===== src/design/foaid_pkg.sv =====
// foaid_pkg: constants, register map and types for the forced output and i/o diagnosis block
// assumes: a 32-bit apb slave, five digital outputs, eight digital inputs
package foaid_pkg;

  // ------------------------------------------------------------
  // sizes
  // ------------------------------------------------------------
  localparam int unsigned NUM_DO    = 5;
  localparam int unsigned NUM_DI    = 8;
  localparam int unsigned FUNC_W    = 3;
  localparam int unsigned ADDR_W    = 8;

  // ------------------------------------------------------------
  // register byte offsets
  // ------------------------------------------------------------
  localparam logic [ADDR_W-1:0] OFS_MODE     = 8'h00;
  localparam logic [ADDR_W-1:0] OFS_FORCE    = 8'h04;
  localparam logic [ADDR_W-1:0] OFS_DO_CFG0  = 8'h08;  // five words, 0x08..0x18
  localparam logic [ADDR_W-1:0] OFS_STATUS   = 8'h1C;
  localparam logic [ADDR_W-1:0] OFS_DI_FORCE = 8'h20;
  localparam logic [ADDR_W-1:0] OFS_DO_STEP  = 8'h04;

  // ------------------------------------------------------------
  // forcing value range and reset values
  // ------------------------------------------------------------
  localparam logic [NUM_DO-1:0] FORCE_MIN    = 5'h00;
  localparam logic [NUM_DO-1:0] FORCE_MAX    = 5'h1F;
  localparam logic [NUM_DO-1:0] FORCE_RESET  = 5'h00;
  localparam logic [31:0]       DATA_ZERO    = 32'h0000_0000;

  // ------------------------------------------------------------
  // field positions
  // ------------------------------------------------------------
  localparam int unsigned STAT_DI_LSB   = 0;
  localparam int unsigned STAT_DO_LSB   = 8;
  localparam int unsigned STAT_SRV_BIT  = 13;
  localparam int unsigned STAT_FRC_BIT  = 14;
  localparam int unsigned DIF_VAL_LSB   = 8;
  localparam int unsigned CFG_INV_BIT   = 8;

  // ------------------------------------------------------------
  // types
  // ------------------------------------------------------------
  typedef enum logic [1:0] {
    MODE_NORMAL,
    MODE_OUTPUT_FORCE,   // output_force_setting shown
    MODE_INPUT_DIAG,     // input_diag_setting shown
    MODE_OUTPUT_STATUS   // output_status_setting shown
  } foaid_mode_t;

  // per-output function configuration
  typedef struct packed {
    logic              inv;
    logic [FUNC_W-1:0] func;
  } foaid_do_cfg_t;

  // input forcing: mask selects forced bits, value gives their level
  typedef struct packed {
    logic [NUM_DI-1:0] val;
    logic [NUM_DI-1:0] mask;
  } foaid_di_force_t;

  localparam foaid_do_cfg_t   DO_CFG_RESET   = '{inv: 1'b0, func: 3'h0};
  localparam foaid_di_force_t DI_FORCE_RESET = '{val: 8'h00, mask: 8'h00};

endpackage : foaid_pkg


===== src/design/foaid_io_diag.sv =====
// foaid_io_diag: keypad output forcing and led diagnosis of the discrete i/o, apb registers
// assumes: pins and keys are asynchronous to ref_clk; servo_enabled and drive_status come
// from drive logic on ref_clk
// assumes: the apb master holds each request until it samples pready high
//
// What this block does
// - hold 5-bit forcing value, 00 to 1F
// - up/down keys step value in forcing display
// - forcing applies only while drive disabled
// - per-output config picks function and polarity
// - input diagnosis lights one segment per input
// - output diagnosis lights one segment per output
// - input diagnosis also enables input forcing
//
// Our own choices: the placing of the registers and the APB interface to the registers.
`timescale 1ns/100ps
module foaid_io_diag #(
  parameter int unsigned NUM_DO = foaid_pkg::NUM_DO,
  parameter int unsigned NUM_DI = foaid_pkg::NUM_DI
) (
  input  wire logic                       ref_clk,
  input  wire logic                       reset_n,
  // apb slave
  input  wire logic                       psel,
  input  wire logic                       penable,
  input  wire logic                       pwrite,
  input  wire logic [foaid_pkg::ADDR_W-1:0] paddr,
  input  wire logic [31:0]                pwdata,
  output logic      [31:0]                prdata,
  output logic                            pready,
  output logic                            pslverr,
  // keypad and pins
  input  wire logic                       key_up,
  input  wire logic                       key_down,
  input  wire logic [NUM_DI-1:0]          digital_inputs,
  output logic      [NUM_DO-1:0]          digital_outputs,
  // drive side
  input  wire logic                       servo_enabled,
  input  wire logic [7:0]                 drive_status,
  output logic      [NUM_DI-1:0]          effective_inputs,
  output logic      [7:0]                 led_segments
);

  // ------------------------------------------------------------
  // reset release and input synchronisers
  // ------------------------------------------------------------
  // reset copy, synchroniser stages and key history
  logic              rst_meta;
  logic              rst_n;
  logic [NUM_DI+1:0] pin_meta;
  logic [NUM_DI+1:0] pin_sync;
  logic              up_prev;
  logic              down_prev;

  // reset asserts at once, releases after two edges
  always_ff @(posedge ref_clk or negedge reset_n) begin
    if (!reset_n) begin
      rst_meta <= 1'b0;
      rst_n    <= 1'b0;
    end else begin
      rst_meta <= 1'b1;
      rst_n    <= rst_meta;
    end
  end

  // keys and input pins through two flops; only pin_sync is read
  always_ff @(posedge ref_clk or negedge rst_n) begin
    if (!rst_n) begin
      pin_meta <= '0;
      pin_sync <= '0;
    end else begin
      pin_meta <= {key_down, key_up, digital_inputs};
      pin_sync <= pin_meta;
    end
  end

  // synchronised pin fields; the keys ride above the inputs
  logic              up_sync;
  logic              down_sync;
  logic [NUM_DI-1:0] di_sync;
  assign di_sync   = pin_sync[NUM_DI-1:0];
  assign up_sync   = pin_sync[NUM_DI];
  assign down_sync = pin_sync[NUM_DI+1];

  // key history for press detection
  always_ff @(posedge ref_clk or negedge rst_n) begin
    if (!rst_n) begin
      up_prev   <= 1'b0;
      down_prev <= 1'b0;
    end else begin
      up_prev   <= up_sync;
      down_prev <= down_sync;
    end
  end

  // a press is a synced rising level; no debounce, so a bouncing key steps twice
  logic up_press;
  logic down_press;
  assign up_press   = up_sync & ~up_prev;
  assign down_press = down_sync & ~down_prev;

  // ------------------------------------------------------------
  // apb decode
  // ------------------------------------------------------------
  // programmable state and address decode
  foaid_pkg::foaid_mode_t     mode;
  foaid_pkg::foaid_do_cfg_t   do_cfg [NUM_DO];
  foaid_pkg::foaid_di_force_t di_force;
  logic [NUM_DO-1:0]          force_value;

  logic access;
  logic wr_en;
  logic hit_mode;
  logic hit_force;
  logic hit_status;
  logic hit_di_force;
  logic [NUM_DO-1:0] hit_cfg;
  logic hit_any;

  // one wait state: pready rises on the second access cycle
  assign access       = psel & penable & ~pready;
  assign wr_en        = access & pwrite;
  assign hit_mode     = (paddr == foaid_pkg::OFS_MODE);
  assign hit_force    = (paddr == foaid_pkg::OFS_FORCE);
  assign hit_status   = (paddr == foaid_pkg::OFS_STATUS);
  assign hit_di_force = (paddr == foaid_pkg::OFS_DI_FORCE);
  assign hit_any      = hit_mode | hit_force | hit_status | hit_di_force | (|hit_cfg);

  // one aligned word per output configuration
  for (genvar i = 0; i < NUM_DO; i++) begin : g_cfg_hit
    localparam logic [foaid_pkg::ADDR_W-1:0] CFG_OFS =
      foaid_pkg::OFS_DO_CFG0 + foaid_pkg::ADDR_W'(i) * foaid_pkg::OFS_DO_STEP;
    assign hit_cfg[i] = (paddr == CFG_OFS);
  end

  // ------------------------------------------------------------
  // control registers
  // ------------------------------------------------------------

  // display mode selects what keys and leds mean
  always_ff @(posedge ref_clk or negedge rst_n) begin
    if (!rst_n) begin
      mode <= foaid_pkg::MODE_NORMAL;
    end else if (wr_en && hit_mode) begin
      mode <= foaid_pkg::foaid_mode_t'(pwdata[1:0]);
    end
  end

  // forcing value: keys step it, saturating at the range ends, software may load it
  always_ff @(posedge ref_clk or negedge rst_n) begin
    if (!rst_n) begin
      force_value <= foaid_pkg::FORCE_RESET;
    end else if (wr_en && hit_force) begin
      force_value <= pwdata[NUM_DO-1:0];
    end else if (mode == foaid_pkg::MODE_OUTPUT_FORCE) begin
      if (up_press && !down_press && force_value != foaid_pkg::FORCE_MAX) begin
        force_value <= force_value + NUM_DO'(1);
      end else if (down_press && !up_press && force_value != foaid_pkg::FORCE_MIN) begin
        force_value <= force_value - NUM_DO'(1);
      end
    end
  end

  // per-output function and polarity settings
  always_ff @(posedge ref_clk or negedge rst_n) begin
    if (!rst_n) begin
      for (int i = 0; i < NUM_DO; i++) begin
        do_cfg[i] <= foaid_pkg::DO_CFG_RESET;
      end
    end else begin
      for (int i = 0; i < NUM_DO; i++) begin
        if (wr_en && hit_cfg[i]) begin
          do_cfg[i].func <= pwdata[foaid_pkg::FUNC_W-1:0];
          do_cfg[i].inv  <= pwdata[foaid_pkg::CFG_INV_BIT];
        end
      end
    end
  end

  // input forcing mask and levels
  always_ff @(posedge ref_clk or negedge rst_n) begin
    if (!rst_n) begin
      di_force <= foaid_pkg::DI_FORCE_RESET;
    end else if (wr_en && hit_di_force) begin
      di_force.mask <= pwdata[NUM_DI-1:0];
      di_force.val  <= pwdata[foaid_pkg::DIF_VAL_LSB +: NUM_DI];
    end
  end

  // ------------------------------------------------------------
  // output and input paths
  // ------------------------------------------------------------
  // forcing qualifiers and the values the pin flops take next
  logic              force_active;
  logic              in_force_active;
  logic [NUM_DO-1:0] next_outputs;
  logic [NUM_DI-1:0] next_inputs;

  // forcing is honoured only with the power stage off, so a slip cannot move the motor
  assign force_active    = (mode == foaid_pkg::MODE_OUTPUT_FORCE) & ~servo_enabled;
  assign in_force_active = (mode == foaid_pkg::MODE_INPUT_DIAG) & ~servo_enabled;

  // forced bit n drives output n, otherwise configured function and polarity
  always_comb begin
    for (int i = 0; i < NUM_DO; i++) begin
      if (force_active) begin
        next_outputs[i] = force_value[i];
      end else begin
        next_outputs[i] = drive_status[do_cfg[i].func] ^ do_cfg[i].inv;
      end
    end
  end

  // masked inputs take the forced level while input diagnosis is entered and the drive is disabled
  assign next_inputs = in_force_active
                     ? ((di_sync & ~di_force.mask) | (di_force.val & di_force.mask))
                     : di_sync;

  // pins leave from flops so no decode glitch reaches the wiring
  always_ff @(posedge ref_clk or negedge rst_n) begin
    if (!rst_n) begin
      digital_outputs  <= '0;
      effective_inputs <= '0;
    end else begin
      digital_outputs  <= next_outputs;
      effective_inputs <= next_inputs;
    end
  end

  // ------------------------------------------------------------
  // led display
  // ------------------------------------------------------------
  // segment pattern before the display flop
  logic [7:0] next_segments;

  // one lit segment per on signal; shows the forcing value or the registered pin levels
  always_comb begin
    next_segments = '0;
    unique case (mode)
      foaid_pkg::MODE_NORMAL:        next_segments = '0;
      foaid_pkg::MODE_OUTPUT_FORCE:  next_segments[NUM_DO-1:0] = force_value;
      foaid_pkg::MODE_INPUT_DIAG:    next_segments[NUM_DI-1:0] = effective_inputs;
      foaid_pkg::MODE_OUTPUT_STATUS: next_segments[NUM_DO-1:0] = digital_outputs;
    endcase
  end

  // display register; it lags its source by one cycle
  always_ff @(posedge ref_clk or negedge rst_n) begin
    if (!rst_n) begin
      led_segments <= '0;
    end else begin
      led_segments <= next_segments;
    end
  end

  // ------------------------------------------------------------
  // apb read and response
  // ------------------------------------------------------------
  logic [31:0] next_rdata;

  // unmapped offsets read zero and flag an error
  always_comb begin
    next_rdata = foaid_pkg::DATA_ZERO;
    if (hit_mode) begin
      next_rdata[1:0] = mode;
    end
    if (hit_force) begin
      next_rdata[NUM_DO-1:0] = force_value;
    end
    if (hit_status) begin
      next_rdata[foaid_pkg::STAT_DI_LSB +: NUM_DI] = effective_inputs;
      next_rdata[foaid_pkg::STAT_DO_LSB +: NUM_DO] = digital_outputs;
      next_rdata[foaid_pkg::STAT_SRV_BIT]          = servo_enabled;
      next_rdata[foaid_pkg::STAT_FRC_BIT]          = force_active;
    end
    if (hit_di_force) begin
      next_rdata[NUM_DI-1:0]                           = di_force.mask;
      next_rdata[foaid_pkg::DIF_VAL_LSB +: NUM_DI]     = di_force.val;
    end
    for (int i = 0; i < NUM_DO; i++) begin
      if (hit_cfg[i]) begin
        next_rdata[foaid_pkg::FUNC_W-1:0]     = do_cfg[i].func;
        next_rdata[foaid_pkg::CFG_INV_BIT]    = do_cfg[i].inv;
      end
    end
  end

  // answer one cycle after the first access cycle; read data held until the next read
  always_ff @(posedge ref_clk or negedge rst_n) begin
    if (!rst_n) begin
      pready  <= 1'b0;
      pslverr <= 1'b0;
      prdata  <= foaid_pkg::DATA_ZERO;
    end else begin
      pready  <= access;
      pslverr <= access & ~hit_any;
      if (access && !pwrite) begin
        prdata <= next_rdata;
      end
    end
  end

endmodule : foaid_io_diag


===== config.mk =====
export PLATFORM = sky130hd
export DESIGN_NAME = foaid_io_diag
export DESIGN_NICKNAME = d
export VERILOG_FILES = /design/src/design/foaid_pkg.sv /design/src/design/foaid_io_diag.sv
export SDC_FILE = /design/constraint.sdc
export NUM_CORES = 1
export LEC_CHECK = 0
export BUFFER_PORTS_ARGS = -buffer_cell sky130_fd_sc_hd__buf_4
export CAP_MARGIN = 20
export CORE_AREA = 5 5 72 140
export DETAILED_ROUTE_END_ITERATION = 12
export DIE_AREA = 0 0 77 145
export PLACE_DENSITY = 0.95
export REMOVE_ABC_BUFFERS = 1
export SYNTH_ARGS = -nofsm -noshare
export SYNTH_HDL_FRONTEND = slang
export SYNTH_SLANG_ARGS = --single-unit

===== constraint.sdc =====
create_clock -name ref_clk -period 9.3 [get_ports ref_clk]
set_clock_uncertainty 0.15 [all_clocks]
set_input_delay 1.395 -clock ref_clk [delete_from_list [all_inputs] [get_ports ref_clk]]
set_output_delay 1.395 -clock ref_clk [all_outputs]
set_load 0.005 [all_outputs]

==> results.py <==
metrics = {
    "clock_network": {
        "cts.sinks": 106,
        "cts_tree": "built",
        "cts.path.max_buffers": 2,
        "root_buffer": "clkbuf_16",
        "ctsResizeCount": 0,
        "htreeDepth": 3,
        "postCtsSetupRepairBufs": 0,
        "cts_hold_buf": 0,
        "clock_latency_ns": 0.36,
        "cts-buffers-inserted": 9,
        "cts.clk_slew.worst_paths_ns": 0.08,
    },
    "synth": {
        "ys.flop_type": "dfrtp_1",
        "ys_types": 55,
        "yosysSeqAreaShare": 0.5285,
        "netlist_area_um2": 5019,
        "ys_warn_count": 0,
        "postSynthAreaPerCell_um2": 11.95,
        "synthArstFlopShare": 1.000,
        "synth_area_leader_cell": "dfrtp_1",
        "synth_top_area_share": 0.5285,
        "synthCells": 420,
        "synth.area.top_cells": "dfrtp_1 (53%), mux2_2 (11%), mux4_2 (4.5%)",
        "ys_ff_latch": 106,
        "synth_edf_count": 0,
    },
    "routing": {
        "wl_um": 13200,
        "drc_errors": 0,
        "drt-pass1-iter-count": 5,
        "via_count": 3826,
        "first_iter_violations": 249,
        "routedWlPerCell_um": 21.61,
        "ant_nets": 0,
        "vias_per_cell": 6.262,
    },
    "die": {
        "rows": 49,
        "die_x_um": 77,
        "core_um2": 8890,
        "initial_core_util": 0.5645,
        "fp.dieH_um": 145,
        "die_area_um2": 11170,
        "io_pins": 119,
    },
    "worst_setup_path": {
        "crit_type": "register to register",
        "cp-end-kind": "register",
        "cp_slowest_stage_delay_ns": 0.50,
        "worst-endpoint-required_ns": 9.41,
        "worstPathArrival_ns": 3.21,
        "crit_top_cell": "o211ai_1",
        "crit_slowest_cell": "dfrtp_1",
        "crit_path_max_fanout": 7,
        "path_cells": "nand2_1 > o211ai_1 > inv_1 > fa_1 > nand2b_1 > a21oi_1 > mux2_2 > or4b_1 > o211ai_1",
        "cp-start-kind": "register",
    },
    "sta": {
        "hold_viol": 0,
        "fmax_mhz": 323.1,
        "rsz0062_at_grt": "false",
        "slew_headroom": 0.4056,
        "worstMarginPinSlew_ns": 0.8916,
        "drv_slew": 0,
        "setup_ws_ns": 6.205,
        "finalCriticalPeriod_ns": 3.095,
        "setup_tns_ns": 0,
        "fin_crit_sh": 0.3328,
        "setup_violations": 0,
    },
    "power": {
        "vdd_drop_max_uv": 119.8,
        "p_int_mw": 0.7296,
        "power_density_nw_per_um2": 165.5,
        "power_mw": 0.9962,
        "sw_frac_of_total": 0.2677,
        "clock_power_share": 0.391,
        "combPwrFrac": 0.108,
        "seqPwrFrac": 0.501,
        "switchingPower_mw": 0.2666,
        "p_leak_nw": 2.798,
    },
    "layout": {
        "syn2layout_area_growth_pct": 19.92,
        "instances_no_fill": 611,
        "drive_gt1_frac": 0.3418,
        "finish.net_count": 572,
        "diodes": 0,
    },
    "placement": {
        "gp_congestion": 0.9354,
        "post-dp-hpwl_um": 9642,
        "portBuffers": 86,
        "dp_slack_ns": 5.883,
        "dp_cells": 594,
    },
    "worst_hold_path": {
        "hp-class": "register to asynchronous set/reset pin",
    },
    "run_status": {
        "status": "completed",
    },
    "grt": {
        "grt_max_degree": 84,
        "track_usage": 0.2377,
        "grt_antenna_before_repair": 0,
        "grt_pass1_wl_um": 20640,
        "grt_overflow": 0,
        "grt_pass1_vias": 4036,
    },
    "job": {
        "drv_cap": 0,
    },
}
layout by cell type (no fill, tap or decap), types with 6 or more instances in the layout:
| cell type | count |
|---|---|
| nor2_1 | 31 |
| inv_1 | 7 |
| nand3_1 | 6 |
| conb_1 | 17 |
| mux2i_1 | 12 |
| dfrtp_1 | 105 |
| mux2_2 | 49 |
| a21oi_1 | 12 |
| o21ai_0 | 19 |
| mux4_2 | 10 |
| nor2b_1 | 8 |
| buf_4 | 88 |
| nand2_1 | 36 |
| clkbuf_16 | 9 |
| a221oi_1 | 7 |
critical path, delay by kind of cell (launching register included):
| family | cells | cell delay, ns |
|---|---|---|
| adder cells (fa/ha/maj) | 1 | 0.41 |
| AND/OR/NAND/NOR | 3 | 0.77 |
| buffers and inverters | 1 | 0.11 |
| AO/OA/AOI/OAI | 3 | 0.69 |
| flip-flops | 1 | 0.50 |
| multiplexers | 1 | 0.36 |
sequential cells by signal (all words and copies together) (netlist names), 5 cells and up:
name and flops:
effective_inputs 8, force_value 5, pin_sync 10, pin_meta 10
prdata 16, led_segments 8, do_cfg 20, di_force 16
digital_outputs 5
cell families after synthesis:
family	Yosys count	share of synthesized area
muxes	76	0.1900
xor gates and xnor gates	8	0.01396
other	2	0.001496
and+or+nand+nor	116	0.1214
DFF	106	0.5285
buffers and inverters	38	0.04114
AOI/OAI and AO/OA	70	0.09200
adders and majority gates	4	0.01147
path summary, 6_finish.rpt:
| check | start | endpoint | slack (ns) | cells past startpoint |
|---|---|---|---|---|
| max reg2reg | force_value[2] | force_value[4] | 6.20 | 9 |
| min reg2reg | rst_n | prdata[14] | 0.05 | 0 |
| min in group ref_clk | pin_meta[9] | pin_sync[9] | 0.20 | 0 |
| min | rst_n | prdata[14] | 0.05 | 0 |
| max | force_value[2] | force_value[4] | 6.20 | 9 |
| max in group asynchronous | rst_n | pin_meta[3] | 7.86 | 2 |
synth_stat cells (4+ instances only):
cell type	count
xor2_1	5
nand2_1	36
buf_4	16
and3_1	4
inv_1	7
clkbuf_1	11
nor3_1	5
dfrtp_1	106
a21oi_1	12
mux2_2	49
nor2_1	31
a22oi_1	4
mux2_1	5
mux2i_1	12
a221oi_1	7
mux4_2	10
nand2b_1	5
nor4_1	4
o21ai_0	19
nand3_1	6
a31oi_1	4
nor2b_1	8
stage by stage:
step | hold slack [ns] | instance area, µm² | utilization
final | 0.04876 | 6018 | 0.6770
after global routing | 0.07914 | 6018 | 0.6770
after CTS | 0.06171 | 5998 | 0.6747
after detailed placement | 0.06215 | 5687 | 0.6397
after global placement | 0.05458 | 5687 | 0.6397
after floorplan | 0.1812 | 4895 | -
area by class of cell:
class	instances	area, µm²
Sequential cell	106	2656
Tap cell	102	127.6
Timing Repair Buffer	89	680.7
Inverter	7	26.28
Clock buffer	9	225.2
Fill cell	626	2872
Clock inverter	7	86.33
Multi-Input combinational cell	291	2216
metal layers:
layer  GRT usage  routed length (µm)  part of all wire  vias to the layer above
met1      0.2397                4323              0.33                     1894
met4      0.1850                 932             0.071                        0
met3     0.05521                 832             0.063                       65
li1            -                   -                 -                     1652
met5           0                   0                 0                        -
met2      0.4093                7115              0.54                      215
power by group through the flow:
stage | Sequential [mW] | Clock (mW) | Combinational (mW)
floorplan | 0.508 | 0 | 0.0431
global placement | 0.506 | 0 | 0.101
detailed placement | 0.508 | 0 | 0.106
CTS | 0.499 | 0.392 | 0.106
global route | 0.501 | 0.410 | 0.117
finish | 0.499 | 0.389 | 0.108
Note: power is estimated with default switching activity, not from simulation.
